--- src/include/countdown_sequencer_regs.vh ---
// register map, field positions and timing constants of the sequencer
`ifndef COUNTDOWN_SEQUENCER_REGS_VH
`define COUNTDOWN_SEQUENCER_REGS_VH

// ****************************************************************
// register byte addresses
// ****************************************************************
`define ADDR_CTRL       5'h00
`define ADDR_STATUS     5'h04
`define ADDR_CAUSE      5'h08
`define ADDR_INT_STAT   5'h0c
`define ADDR_INT_CLR    5'h10
`define ADDR_INT_EN     5'h14
`define ADDR_LSB        2
`define ADDR_MSB        5

// ****************************************************************
// fields
// ****************************************************************
`define CTRL_START      0
`define CTRL_ENABLE     1
`define CTRL_RESET_VAL  2'h0
`define RESP_OKAY       2'h0
`define RESP_SLVERR     2'h2
`define NUM_EVENTS      5
`define EV_STARTED      0
`define EV_IGNITION     1
`define EV_COMMIT       2
`define EV_CUTOFF       3
`define EV_SEPARATED    4

// ****************************************************************
// cutoff source bits and per-phase masks
// ****************************************************************
`define NUM_CUT         12
`define CUT_MASK_AUTO   12'h07f
`define CUT_MASK_IGN    12'hf13
`define CUT_MASK_COMMIT 12'h003
`define NUM_PREP        14
`define NUM_IGN         5
`define NUM_DET         9

// ****************************************************************
// cutoff cause codes
// ****************************************************************
`define CAUSE_NONE      3'h0
`define CAUSE_SIGNAL    3'h1
`define CAUSE_PREP_LOST 3'h2
`define CAUSE_IGN_READY 3'h3
`define CAUSE_ENGINES   3'h4
`define CAUSE_LAUNCH    3'h5

// ****************************************************************
// count points in seconds before zero, second length, clock period and launch failure window
// ****************************************************************
`define T_AUTO_START    8'hbb
`define T_IGNITION      8'h03
`define T_COMMIT        8'h00
`define SECOND_NS       1000000000
`define CLK_PERIOD_NS   4
`define LAUNCH_FAIL_SEC 8'h05

`endif

--- src/rtl/countdown_sequencer.v ---
// terminal countdown sequencer with AXI4-Lite registers
//
// Function
// - The automatic count is taken over at T-187 once firing preparation is complete.
// - A start is refused, or a count before ignition ended, when launch readiness drops.
// - A running count has no hold; only a cutoff stops it.
// - Starting needs every first-stage firing preparation condition true.
// - The second-stage ready summary, true only when all its conditions hold, feeds preparation.
// - The guidance ready summary, true only when all its conditions hold, feeds preparation.
// - Detection ready is true only when no detection fault condition is present.
// - Ignition needs all ready-for-ignition conditions plus the three summaries.
// - A missing ignition condition at time for ignition ends the count.
// - After such an end the count restarts only from the start of the sequence.
// - After ignition starts, ignition conditions no longer end the count.
// - From start to ignition the listed pre-ignition sources cause cutoff.
// - From ignition to commit the listed post-ignition sources cause cutoff.
// - Commit needs time for commit, all engines running and no cutoff.
// - From commit to separation only manual cutoffs or launch failure cut off.
// - Ignition is commanded at T-3 and launch commit is given at T-0.
//
// The implementer's own choices: the register offsets and register access over AXI4-Lite.
`timescale 1ns/1ps
`include "countdown_sequencer_regs.vh"

module countdown_sequencer #(
    parameter [31:0] TICK_CYC = `SECOND_NS / `CLK_PERIOD_NS
) (
    input  wire                  CLK,
    input  wire                  RST_N,
    input  wire                  CE,
    input  wire [`ADDR_MSB-1:0]  S_AXI_AWADDR,
    input  wire                  S_AXI_AWVALID,
    output reg                   S_AXI_AWREADY,
    input  wire [31:0]           S_AXI_WDATA,
    input  wire [3:0]            S_AXI_WSTRB,
    input  wire                  S_AXI_WVALID,
    output reg                   S_AXI_WREADY,
    output reg  [1:0]            S_AXI_BRESP,
    output reg                   S_AXI_BVALID,
    input  wire                  S_AXI_BREADY,
    input  wire [`ADDR_MSB-1:0]  S_AXI_ARADDR,
    input  wire                  S_AXI_ARVALID,
    output reg                   S_AXI_ARREADY,
    output reg  [31:0]           S_AXI_RDATA,
    output reg  [1:0]            S_AXI_RRESP,
    output reg                   S_AXI_RVALID,
    input  wire                  S_AXI_RREADY,
    input  wire [`NUM_PREP-1:0]  FIRING_PREP_OK,
    input  wire                  STAGE2_READY,
    input  wire                  GUIDANCE_READY,
    input  wire [`NUM_DET-1:0]   DETECT_FAULT,
    input  wire [`NUM_IGN-1:0]   IGNITION_COND_OK,
    input  wire [`NUM_CUT-1:0]   CUTOFF_SRC,
    input  wire                  ALL_ENGINES_RUNNING,
    input  wire                  LIFTOFF,
    input  wire                  PLUG_SEPARATED,
    output reg                   SEQ_ACTIVE,
    output reg                   IGNITION_CMD,
    output reg                   COMMIT_CMD,
    output reg                   CUTOFF_CMD,
    output reg                   IRQ
);

// ****************************************************************
// states
// ****************************************************************
localparam [2:0] ST_IDLE   = 3'h0;
localparam [2:0] ST_AUTO   = 3'h1;
localparam [2:0] ST_IGN    = 3'h2;
localparam [2:0] ST_COMMIT = 3'h3;
localparam [2:0] ST_DONE   = 3'h4;
localparam [2:0] ST_CUTOFF = 3'h5;

// ****************************************************************
// address decode
// ****************************************************************
function is_reg;
    input [`ADDR_MSB-1:0] addr;
    input [`ADDR_MSB-1:0] byte_addr;
    begin
        is_reg = addr == byte_addr;
    end
endfunction

reg  [`ADDR_MSB-1:0]   awaddr_q;
reg  [31:0]            wdata_q;
reg  [3:0]             wstrb_q;
reg  [1:0]             ctrl_q;
reg                    start_q;
reg  [`NUM_EVENTS-1:0] int_stat_q;
reg  [`NUM_EVENTS-1:0] int_en_q;
reg  [`NUM_EVENTS-1:0] int_clr;
reg  [2:0]             state_q;
reg  [2:0]             state_d;
reg  [7:0]             sec_q;
reg  [7:0]             sec_d;
reg  [31:0]            tick_cnt_q;
reg                    tick_q;
reg                    liftoff_q;
reg  [2:0]             cause_q;
reg  [2:0]             cause_d;
reg  [`NUM_CUT-1:0]    cut_snap_q;
reg  [`NUM_EVENTS-1:0] ev;
reg  [31:0]            rd_val;
reg                    rd_ok;
wire                   wr_fire;
wire                   detect_ready;
wire                   prep_ok;
wire                   ign_ok;
wire [`NUM_CUT-1:0]    cut_auto;
wire [`NUM_CUT-1:0]    cut_ign;
wire [`NUM_CUT-1:0]    cut_commit;

// ****************************************************************
// interlock summing
// ****************************************************************
assign detect_ready = ~|DETECT_FAULT;
assign prep_ok      = &FIRING_PREP_OK && STAGE2_READY
                   && GUIDANCE_READY && detect_ready;
assign ign_ok       = prep_ok && &IGNITION_COND_OK;
assign cut_auto     = CUTOFF_SRC & `CUT_MASK_AUTO;
assign cut_ign      = CUTOFF_SRC & `CUT_MASK_IGN;
assign cut_commit   = CUTOFF_SRC & `CUT_MASK_COMMIT;
assign wr_fire      = !S_AXI_AWREADY && !S_AXI_WREADY && !S_AXI_BVALID;

// ****************************************************************
// sequencer next state
// ****************************************************************
always @* begin
    state_d = state_q;
    sec_d   = sec_q;
    cause_d = cause_q;
    case (state_q)
    ST_IDLE, ST_CUTOFF: begin
        if (start_q && ctrl_q[`CTRL_ENABLE] && prep_ok) begin
            state_d = ST_AUTO;
            sec_d   = `T_AUTO_START;
            cause_d = `CAUSE_NONE;
        end
    end
    ST_AUTO: begin
        if (|cut_auto) begin
            state_d = ST_CUTOFF;
            cause_d = `CAUSE_SIGNAL;
        end else if (!prep_ok) begin
            state_d = ST_CUTOFF;
            cause_d = `CAUSE_PREP_LOST;
        end else if (sec_q == `T_IGNITION) begin
            if (ign_ok) begin
                state_d = ST_IGN;
            end else begin
                state_d = ST_CUTOFF;
                cause_d = `CAUSE_IGN_READY;
            end
        end else if (tick_q) begin
            sec_d = sec_q - 8'h01;
        end
    end
    ST_IGN: begin
        if (|cut_ign) begin
            state_d = ST_CUTOFF;
            cause_d = `CAUSE_SIGNAL;
        end else if (sec_q == `T_COMMIT) begin
            if (ALL_ENGINES_RUNNING) begin
                state_d = ST_COMMIT;
                sec_d   = `LAUNCH_FAIL_SEC;
            end else begin
                state_d = ST_CUTOFF;
                cause_d = `CAUSE_ENGINES;
            end
        end else if (tick_q) begin
            sec_d = sec_q - 8'h01;
        end
    end
    ST_COMMIT: begin
        if (|cut_commit) begin
            state_d = ST_CUTOFF;
            cause_d = `CAUSE_SIGNAL;
        end else if (PLUG_SEPARATED) begin
            state_d = ST_DONE;
        end else if (!liftoff_q && sec_q == 8'h00) begin
            state_d = ST_CUTOFF;
            cause_d = `CAUSE_LAUNCH;
        end else if (tick_q && sec_q != 8'h00) begin
            sec_d = sec_q - 8'h01;
        end
    end
    ST_DONE: begin
        state_d = ST_DONE;
    end
    default: begin
        state_d = ST_IDLE;
    end
    endcase
end

always @* begin
    ev = {`NUM_EVENTS{1'b0}};
    ev[`EV_STARTED]   = state_d == ST_AUTO   && state_q != ST_AUTO;
    ev[`EV_IGNITION]  = state_d == ST_IGN    && state_q != ST_IGN;
    ev[`EV_COMMIT]    = state_d == ST_COMMIT && state_q != ST_COMMIT;
    ev[`EV_CUTOFF]    = state_d == ST_CUTOFF && state_q != ST_CUTOFF;
    ev[`EV_SEPARATED] = state_d == ST_DONE   && state_q != ST_DONE;
end

// ****************************************************************
// sequencer registers
// ****************************************************************
always @(posedge CLK) begin
    if (!RST_N) begin
        state_q      <= ST_IDLE;
        sec_q        <= 8'h00;
        cause_q      <= `CAUSE_NONE;
        cut_snap_q   <= {`NUM_CUT{1'b0}};
        tick_cnt_q   <= 32'h0;
        tick_q       <= 1'b0;
        liftoff_q    <= 1'b0;
        SEQ_ACTIVE   <= 1'b0;
        IGNITION_CMD <= 1'b0;
        COMMIT_CMD   <= 1'b0;
        CUTOFF_CMD   <= 1'b0;
    end else if (CE) begin
        state_q <= state_d;
        sec_q   <= sec_d;
        cause_q <= cause_d;
        if (ev[`EV_CUTOFF]) begin
            cut_snap_q <= CUTOFF_SRC;
        end
        // second ticks restart with every new count
        if (ev[`EV_STARTED] || tick_cnt_q == TICK_CYC - 32'h1) begin
            tick_cnt_q <= 32'h0;
        end else begin
            tick_cnt_q <= tick_cnt_q + 32'h1;
        end
        tick_q <= !ev[`EV_STARTED] && tick_cnt_q == TICK_CYC - 32'h1;
        if (state_d != ST_COMMIT && state_d != ST_DONE) begin
            liftoff_q <= 1'b0;
        end else if (LIFTOFF) begin
            liftoff_q <= 1'b1;
        end
        SEQ_ACTIVE   <= state_d == ST_AUTO || state_d == ST_IGN
                     || state_d == ST_COMMIT;
        IGNITION_CMD <= state_d == ST_IGN || state_d == ST_COMMIT
                     || state_d == ST_DONE;
        COMMIT_CMD   <= state_d == ST_COMMIT || state_d == ST_DONE;
        CUTOFF_CMD   <= state_d == ST_CUTOFF;
    end
end

// ****************************************************************
// register write side
// ****************************************************************
always @* begin
    int_clr = {`NUM_EVENTS{1'b0}};
    if (wr_fire && is_reg(awaddr_q, `ADDR_INT_CLR) && wstrb_q[0]) begin
        int_clr = wdata_q[`NUM_EVENTS-1:0];
    end
end

always @(posedge CLK) begin
    if (!RST_N) begin
        S_AXI_AWREADY <= 1'b1;
        S_AXI_WREADY  <= 1'b1;
        S_AXI_BVALID  <= 1'b0;
        S_AXI_BRESP   <= `RESP_OKAY;
        awaddr_q      <= {`ADDR_MSB{1'b0}};
        wdata_q       <= 32'h0;
        wstrb_q       <= 4'h0;
        ctrl_q        <= `CTRL_RESET_VAL;
        start_q       <= 1'b0;
        int_en_q      <= {`NUM_EVENTS{1'b0}};
        int_stat_q    <= {`NUM_EVENTS{1'b0}};
        IRQ           <= 1'b0;
    end else if (CE) begin
        start_q <= 1'b0;
        if (S_AXI_AWVALID && S_AXI_AWREADY) begin
            awaddr_q      <= S_AXI_AWADDR;
            S_AXI_AWREADY <= 1'b0;
        end
        if (S_AXI_WVALID && S_AXI_WREADY) begin
            wdata_q      <= S_AXI_WDATA;
            wstrb_q      <= S_AXI_WSTRB;
            S_AXI_WREADY <= 1'b0;
        end
        if (wr_fire) begin
            S_AXI_BVALID <= 1'b1;
            S_AXI_BRESP  <= `RESP_OKAY;
            if (is_reg(awaddr_q, `ADDR_CTRL) && wstrb_q[0]) begin
                ctrl_q  <= wdata_q[1:0] & 2'h2;
                start_q <= wdata_q[`CTRL_START];
            end else if (is_reg(awaddr_q, `ADDR_INT_EN) && wstrb_q[0]) begin
                int_en_q <= wdata_q[`NUM_EVENTS-1:0];
            end else if (awaddr_q > `ADDR_INT_EN
                      || awaddr_q[`ADDR_LSB-1:0] != 2'h0) begin
                S_AXI_BRESP <= `RESP_SLVERR;
            end
        end
        if (S_AXI_BVALID && S_AXI_BREADY) begin
            S_AXI_BVALID  <= 1'b0;
            S_AXI_AWREADY <= 1'b1;
            S_AXI_WREADY  <= 1'b1;
        end
        // a new event beats a clear in the same cycle
        int_stat_q <= (int_stat_q & ~int_clr) | ev;
        IRQ        <= |(((int_stat_q & ~int_clr) | ev) & int_en_q);
    end
end

// ****************************************************************
// register read side
// ****************************************************************
always @* begin
    rd_val = 32'h0;
    rd_ok  = 1'b1;
    if (is_reg(S_AXI_ARADDR, `ADDR_CTRL)) begin
        rd_val = {30'h0, ctrl_q};
    end else if (is_reg(S_AXI_ARADDR, `ADDR_STATUS)) begin
        rd_val = {15'h0, liftoff_q, sec_q, 1'b0, cause_q, 1'b0, state_q};
    end else if (is_reg(S_AXI_ARADDR, `ADDR_CAUSE)) begin
        rd_val = {20'h0, cut_snap_q};
    end else if (is_reg(S_AXI_ARADDR, `ADDR_INT_STAT)) begin
        rd_val = {27'h0, int_stat_q};
    end else if (is_reg(S_AXI_ARADDR, `ADDR_INT_CLR)) begin
        rd_val = 32'h0;
    end else if (is_reg(S_AXI_ARADDR, `ADDR_INT_EN)) begin
        rd_val = {27'h0, int_en_q};
    end else begin
        rd_ok = 1'b0;
    end
end

always @(posedge CLK) begin
    if (!RST_N) begin
        S_AXI_ARREADY <= 1'b1;
        S_AXI_RVALID  <= 1'b0;
        S_AXI_RDATA   <= 32'h0;
        S_AXI_RRESP   <= `RESP_OKAY;
    end else if (CE) begin
        if (S_AXI_ARVALID && S_AXI_ARREADY) begin
            S_AXI_ARREADY <= 1'b0;
            S_AXI_RVALID  <= 1'b1;
            S_AXI_RDATA   <= rd_val;
            S_AXI_RRESP   <= rd_ok ? `RESP_OKAY : `RESP_SLVERR;
        end else if (S_AXI_RVALID && S_AXI_RREADY) begin
            S_AXI_RVALID  <= 1'b0;
            S_AXI_ARREADY <= 1'b1;
        end
    end
end

endmodule // countdown_sequencer

--- config.mk ---
export PLATFORM = sky130hd
export DESIGN_NAME = countdown_sequencer
export DESIGN_NICKNAME = d
export VERILOG_FILES = /design/src/rtl/countdown_sequencer.v
export VERILOG_INCLUDE_DIRS = /design/src /design/src/include
export SDC_FILE = /design/constraint.sdc
export NUM_CORES = 1
export LEC_CHECK = 0
export BUFFER_PORTS_ARGS = -buffer_cell sky130_fd_sc_hd__buf_2
export CELL_PAD_IN_SITES_DETAIL_PLACEMENT = 0
export CELL_PAD_IN_SITES_GLOBAL_PLACEMENT = 1
export CORE_MARGIN = 10
export CORE_UTILIZATION = 25
export CTS_BUF_LIST = sky130_fd_sc_hd__clkbuf_4 sky130_fd_sc_hd__clkbuf_8
export DETAILED_ROUTE_END_ITERATION = 12
export PLACE_DENSITY_LB_ADDON = 0.3
export SLEW_MARGIN = 0
export SYNTH_ARGS = -nofsm -noshare
export SYNTH_HDL_FRONTEND = slang
export SYNTH_SLANG_ARGS = --single-unit
--- constraint.sdc ---
create_clock -name CLK -period 4.5 [get_ports CLK]
set_clock_uncertainty 0.15 [all_clocks]
set_input_delay 0.225 -clock CLK [delete_from_list [all_inputs] [get_ports CLK]]
set_output_delay 0.225 -clock CLK [all_outputs]
set_load 0.05 [all_outputs]
==> summary.txt, run 1 <==
Floorplan
  – Die Y: 173 µm
  – Initial Utilization: 25.7%
  – FP Rows: 55
  – Die footprint: 0.0300 mm²
  – # IOs: 145
  – Die X: 173 µm
  – Core area: 0.0228 mm²

Power
  – Internal power: 0.00135 W
  – Combinational power share: 18.1%
  – Power per cell area: 284 mW/mm²
  – Psw: 0.000647 W
  – Peak supply drop: 131 µV
  – Clock share of power: 29.0%
  – Sw Ratio: 32.4%
  – Leakage power: 2.61 nW
  – Reg power frac: 52.9%

CTS
  – CTS tree: done
  – Clock Latency Late Sink: 0.39 ns
  – Root Buffer: clkbuf_8
  – Htree depth: 3
  – Clk slew on worst S/H paths: 0.11 ns
  – Num CTS Buffers: 9
  – Post-CTS Resized: 0
  – Max Root-Sink Buffers: 2
  – CTS sink cnt: 112

Setup path
  – Critical Path RT: 4.60 ns
  – Endpoint class of the critical path: register
  – Setup crit start kind: register
  – CP Launch Point: sec_q[2]
  – Worst Reg-to-Reg Cells: 7
  – Worst R2R Setup Slack: 1.02 ns
  – Worst Path Class, Setup: reg2reg
  – Crit-path max FO: 31
  – Crit path arrival time: 3.58 ns
  – Worst setup path end: tick_cnt_q[3]
  – Reg2reg end: tick_cnt_q[3]
  – Worst R2R Start: sec_q[2]

STA
  – Slew HR: 44.3%
  – Fmax: 0.287 GHz
  – Minimum clock period: 3.48 ns
  – Worst setup margin: 1.02 ns
  – Final setup viols: 0
  – Setup TNS: 0 ns
  – Fin. Hold Viols: 0
  – Max Slew Vio Count: 0
  – Slew @ Worst Pin: 0.828 ns
  – Post-route clock period utilization: 77.3%
  – RSZ-0062 raised after global routing: no

Synthesis
  – Synth Flop Type: dfxtp_1
  – Cells after Synth: 699
  – EDFF count, synth: 0
  – Register area share after synthesis: 38.2%
  – Area share of the largest cell type after synthesis: 38.2%
  – Syn Area/Cell: 8.39 µm²
  – Yosys warnings: 0
  – Netlist Area Pre-Place: 0.00586 mm²
  – Yosys reg bits: 112
  – Cell taking the most area after synthesis: dfxtp_1
  – Top post-synthesis cells by area: dfxtp_1, nor2_1, mux2i_1, nor3_2, nand2_1
  – Post-synth ARST share: 0%
  – Synth unique cells: 67

Drt
  – Remaining routing DRC violations: 0
  – Remaining antenna violation count: 0
  – Initial DRT Pass Iterations: 4
  – Via density per instance: 4.71
  – WL final: 18,100 µm
  – WL/cell: 16.1 µm
  – 1st-iter DRT viols: 351
  – Via count: 5,293

Run
  – MaxCap Viol Count: 0

Placed design
  – Post-place setup slack: 1.07 ns
  – HPWL Detailed: 13,600 µm
  – Port Buffer Count: 97
  – Final RePlAce weighted congestion: 0.786

Global route
  – Grt ovf: 0
  – Initial antenna violation count: 0
  – Largest net degree at the start of global routing: 49
  – Vias in the first global route: 5,361
  – First-pass GRT wire length: 29,700 µm
  – GRT Util Overall: 11.9%

Finish
  – Proportion of layout cells with a drive suffix above 1: 20.2%
  – Nets@finish: 909
  – Area Overhead vs Synth: 19.7%
  – Most frequent cells in the layout: dfxtp_1, buf_2, nor2_1, nand2_1, nand3_1
  – Commonest non-fill, non-tap cell in the layout: dfxtp_1
  – Ant diodes: 0

Outcome
  – Outcome: finished, final reports clean

Min path
  – Hold WC Path Type: in2reg
==> power groups by stage <==
stage	registers [W]	clock network [W]	logic (W)
after floorplan	0.00110	0	0.000226
after global placement	0.00108	0	0.000342
after detailed placement	0.00108	0	0.000342
after CTS	0.00106	0.000612	0.000363
after global routing	0.00106	0.000649	0.000396
final	0.00106	0.000578	0.000360
==> per-stage QoR <==
step / instances / utilization (%) / hold WS, ns / cell area (µm²) / power [W]
after global placement: 1080 / 28.7 / 0.291 / 6560 / 0.00142
after floorplan: 715 / - / 0.151 / 5920 / 0.00133
after detailed placement: 1080 / 28.7 / 0.295 / 6560 / 0.00142
final: 1124 / 30.7 / 0.0136 / 7020 / 0.00200
after global routing: 1124 / 30.7 / 0.0181 / 7020 / 0.00211
after CTS: 1124 / 30.7 / 0.000657 / 7020 / 0.00203
==> worst max-delay path: stages, from the launching register on <==
cell and delay, ns:
dfxtp_1 0.43, nor4_1 0.77, nand3_1 0.39, a31oi_1 0.25
a31oi_1 0.17, a211oi_4 0.51, o21a_4 0.57, nor3_2 0.09
==> synth_stat cells, types with 7 or more instances <==
| library cell | number |
|---|---|
| a211oi_1 | 17 |
| a21oi_1 | 34 |
| a221oi_1 | 7 |
| and3_1 | 10 |
| buf_4 | 18 |
| clkbuf_1 | 26 |
| dfxtp_1 | 112 |
| inv_1 | 10 |
| mux2i_1 | 31 |
| nand2_1 | 65 |
| nand3_1 | 37 |
| nand4_1 | 20 |
| nor2_1 | 94 |
| nor3_1 | 18 |
| nor3_2 | 30 |
| nor4_1 | 11 |
| o21ai_0 | 23 |
| xnor2_1 | 8 |
| xor2_1 | 23 |
==> sequential cells by signal (all words and copies together) (netlist names), 3 cells and up <==
signal,cells
S_AXI_RDATA,17
wdata_q,5
awaddr_q,5
cut_snap_q,12
cause_q,3
state_q,3
tick_cnt_q,32
int_stat_q,5
int_en_q,5
sec_q,8
==> cells by family after synthesis <==
| logic type | Yosys count | synth area share, % |
|---|---|---|
| and+or+nand+nor | 326 | 30.0 |
| AOI/OAI and AO/OA | 130 | 15.1 |
| DFF | 112 | 38.2 |
| muxes | 31 | 5.29 |
| adders and majority gates | 4 | 0.854 |
| xor gates and xnor gates | 31 | 4.63 |
| buffers and inverters | 64 | 5.76 |
| other | 1 | 0.0640 |
==> metal layers <==
| metal | track usage [%] | up-vias | routed length (µm) |
|---|---|---|---|
| li1 | - | 2725 | - |
| met1 | 15.3 | 2450 | 8310 |
| met3 | 2.72 | 16 | 762 |
| met4 | 2.91 | 0 | 240 |
| met2 | 19.8 | 102 | 8780 |
| met5 | 0 | - | 0 |
==> layout make-up <==
class / instances / area, µm²
Inverter: 12 / 46.3
Clock buffer: 9 / 124
Timing Repair Buffer: 132 / 818
Multi-Input combinational cell: 539 / 3340
Clock inverter: 7 / 53.8
Sequential cell: 112 / 2240
Tap cell: 313 / 392
Fill cell: 2533 / 15800
==> worst min path at each step <==
stage,depth (start not counted),slack (ns),end,start
floorplan,1,0.15,S_AXI_ARREADY,RST_N
global placement,2,0.29,S_AXI_RDATA[3],S_AXI_RDATA[3]
detailed placement,2,0.30,S_AXI_RDATA[3],S_AXI_RDATA[3]
CTS,3,0.0007,cut_snap_q[0],CUTOFF_SRC[0]
global route,3,0.02,S_AXI_RRESP[1],S_AXI_ARADDR[4]
finish,3,0.01,cut_snap_q[0],CUTOFF_SRC[0]
==> timing repair <==
| action | 4_1_cts | 5_1_grt |
|---|---|---|
| endpoints found under the hold margin | 27 | 0 |
| hold buffers | 28 | 0 |
| buffers inserted | 0 | 0 |
Power figures use the tool's default switching activity.
==> inputs of run 2 (changes only) <==
clock period = 3.5 ns   (was 4.5 ns; I/O delays follow)
==> run 2 against run 1 <==
  * Cell area rose by 3.8%
  * Register-to-register slack lost 0.61 ns
  * Highest routed layer unchanged
  * Routed wire length increased by 1.3%
==> summary.txt, run 2 (same netlist as run 1, synthesis figures left out) <==
Drt
  – WL/cell: 16.0 µm (-0.71%)
  – Via count: 5,429 (+2.6%)
  – Met3 wire len: 586 µm (-23%)
  – Remaining routing DRC violations: 0 (unchanged)
  – WL final: 18,300 µm (+1.3%)
  – Wl on met1: 8680 µm (+4.5%)
  – Top Metal Used: met4
  – Via density per instance: 4.73 (+0.51%)
  – Met2 wire length: 8860 µm (+0.90%)
  – 1st-iter DRT viols: 292 (-17%)
  – Remaining antenna violation count: 0 (unchanged)
  – Initial DRT Pass Iterations: 5 (+1)

Floorplan
  – FP Rows: 55 (unchanged)
  – Die footprint: 0.0300 mm² (unchanged)
  – # IOs: 145 (unchanged)
  – Die X: 173 µm (unchanged)
  – Initial Utilization: 25.7% (unchanged)
  – Core area: 0.0228 mm² (unchanged)
  – Die Y: 173 µm (unchanged)

Min path
  – Hold WC Path Type: in2reg

Power
  – Leakage power: 2.75 nW (+5.5%)
  – Peak supply drop: 195 µV (+49%)
  – Power per cell area: 370 mW/mm² (+30%)
  – Total power: 0.00269 W (+35%)

Finish
  – Multi-input gate area: 0.00334 mm² (unchanged)
  – Max FFs per register: 32 (unchanged)
  – Reg area: 0.00224 mm² (unchanged)
  – Ant diodes: 0 (unchanged)
  – Top reg by flops: tick_cnt_q
  – Largest regs: tick_cnt_q: 32 flops, S_AXI_RDATA: 17 flops, cut_snap_q: 12 flops
  – Area Overhead vs Synth: 24.2%
  – Fillers: 2,515 (-0.71%)
  – Nets@finish: 932 (+2.5%)
  – Commonest non-fill, non-tap cell in the layout: dfxtp_1
  – Most frequent cells in the layout: dfxtp_1, buf_2, nor2_1, nand2_1, nand3_1
  – Proportion of layout cells with a drive suffix above 1: 21.6% (+1.4 points)

STA
  – Final setup viols: 0 (unchanged)
  – Setup TNS: 0 ns (unchanged)
  – Fin. Hold Viols: 0 (unchanged)
  – Slew @ Worst Pin: 0.771 ns (-0.0570 ns)
  – Max Slew Vio Count: 0 (unchanged)
  – Post-route clock period utilization: 88.4% (+11 points)
  – RSZ-0062 raised after global routing: no
  – Slew HR: 48.1% (+3.8 points)
  – Fmax: 0.323 GHz (+13%)
  – Minimum clock period: 3.09 ns (-0.387 ns)

Setup path
  – Setup crit start kind: register
  – CP max stage delay: 0.66 ns (-0.11 ns)
  – Crit path arrival time: 3.22 ns (-0.36 ns)
  – Crit path cell chain: inv_1, ha_1, or4b_2, o21ba_2, o211ai_1, a211oi_1, a211oi_2, buf_12, mux2i_1, nor2_1
  – Endpoint class of the critical path: register
  – Crit-path max FO: 12 (-61%)
  – Worst path slowest cell: or4b_2
  – Critical Path RT: 3.62 ns (-0.98 ns)
  – Worst Path Class, Setup: reg2reg

CTS
  – Htree depth: 3 (unchanged)
  – Clk slew on worst S/H paths: 0.11 ns (about the same)
  – Num CTS Buffers: 9 (unchanged)
  – Post-CTS setup buffer count: 0 (unchanged)
  – CTS sink cnt: 112 (unchanged)
  – Root Buffer: clkbuf_8
  – Max Root-Sink Buffers: 2 (unchanged)
  – CTS tree: done
  – Clock Latency Late Sink: 0.39 ns (about the same)

Global route
  – GRT Util Overall: 12.2% (+0.24 points)
  – First-pass GRT wire length: 30,500 µm (+2.6%)
  – Largest net degree at the start of global routing: 48 (-2.0%)
  – Vias in the first global route: 5,446 (+1.6%)
  – Grt ovf: 0 (unchanged)
  – Initial antenna violation count: 0 (unchanged)

Outcome
  – Outcome: finished, final reports clean

Run
  – MaxCap Viol Count: 0 (unchanged)

Placed design
  – Port Buffer Count: 97 (unchanged)
  – Final RePlAce weighted congestion: 0.793 (+0.99%)
  – HPWL Detailed: 14,000 µm (+3.1%)
==> run 2: cell types whose count changed in the layout (fill, tap and decap cells not counted) <==
cell,previous run,this run
inv_6,3,1
buf_4,7,20
clkbuf_8,9,11
clkinv_2,2,1
bufinv_16,0,1
buf_12,0,3
clkinv_4,0,2
clkinvlp_4,3,1
dlygate4sd3_1,28,35
==> run 2: area by class of cell <==
type | instances | share of cell area (%)
sequential | 112 | 30.8
inverter | 12 | 0.636
clock buffer | 11 | 2.08
clock inverter | 5 | 0.876
tap | 313 | 5.38
multi-input combinational | 539 | 45.9
timing repair buffer | 155 | 14.4
==> run 2: path summary, 6_finish.rpt <==
kind | startpoint | endpoint | slack (ns) | cells after the start
max reg2reg | sec_q[0] | cut_snap_q[10] | 0.41 | 10
min | S_AXI_ARADDR[0] | S_AXI_RDATA[3] | 0.03 | 4
max | sec_q[0] | cut_snap_q[10] | 0.41 | 10
min reg2reg | S_AXI_RDATA[7] | S_AXI_RDATA[7] | 0.31 | 2
==> run 2: what timing repair did <==
action / 4_1_cts / 5_1_grt
hold buffers: 35 / 0
resized for setup: 0 / 0
endpoints found under the hold margin: 33 / 0
==> run 2: layer usage <==
metal | vias to the layer above | track usage, %
li1 | 2758 | -
met1 | 2577 | 15.9
met2 | 80 | 20.1
met3 | 14 | 2.55
met4 | 0 | 2.62
met5 | - | 0
==> run 2: stage by stage <==
stage	setup slack, ns	area (µm²)	std cells	utilization (%)	hold slack [ns]
floorplan	0.649	5920	715	-	0.101
global placement	0.438	6720	1096	29.4	0.256
detailed placement	0.411	6720	1096	29.4	0.262
CTS	0.394	7280	1147	31.9	0.00900
global route	0.212	7280	1147	31.9	0.0454
finish	0.407	7280	1147	31.9	0.0254
==> run 2: where the power goes <==
part	switching [W]	internal, W	leakage, nW	total [W]
Sequential	0.0000453	0.00131	0.909	0.00136
Combinational	0.000313	0.000179	1.74	0.000492
Clock	0.000468	0.000376	0.106	0.000844
==> run 2: worst max-delay path, delay by kind of cell, from the launching register on <==
family / cells / cell delay (ns)
AO/OA/AOI/OAI: 4 / 0.93
AND/OR/NAND/NOR: 2 / 0.71
flip-flops: 1 / 0.40
buffers and inverters: 2 / 0.34
adder cells (fa/ha/maj): 1 / 0.25
multiplexers: 1 / 0.20
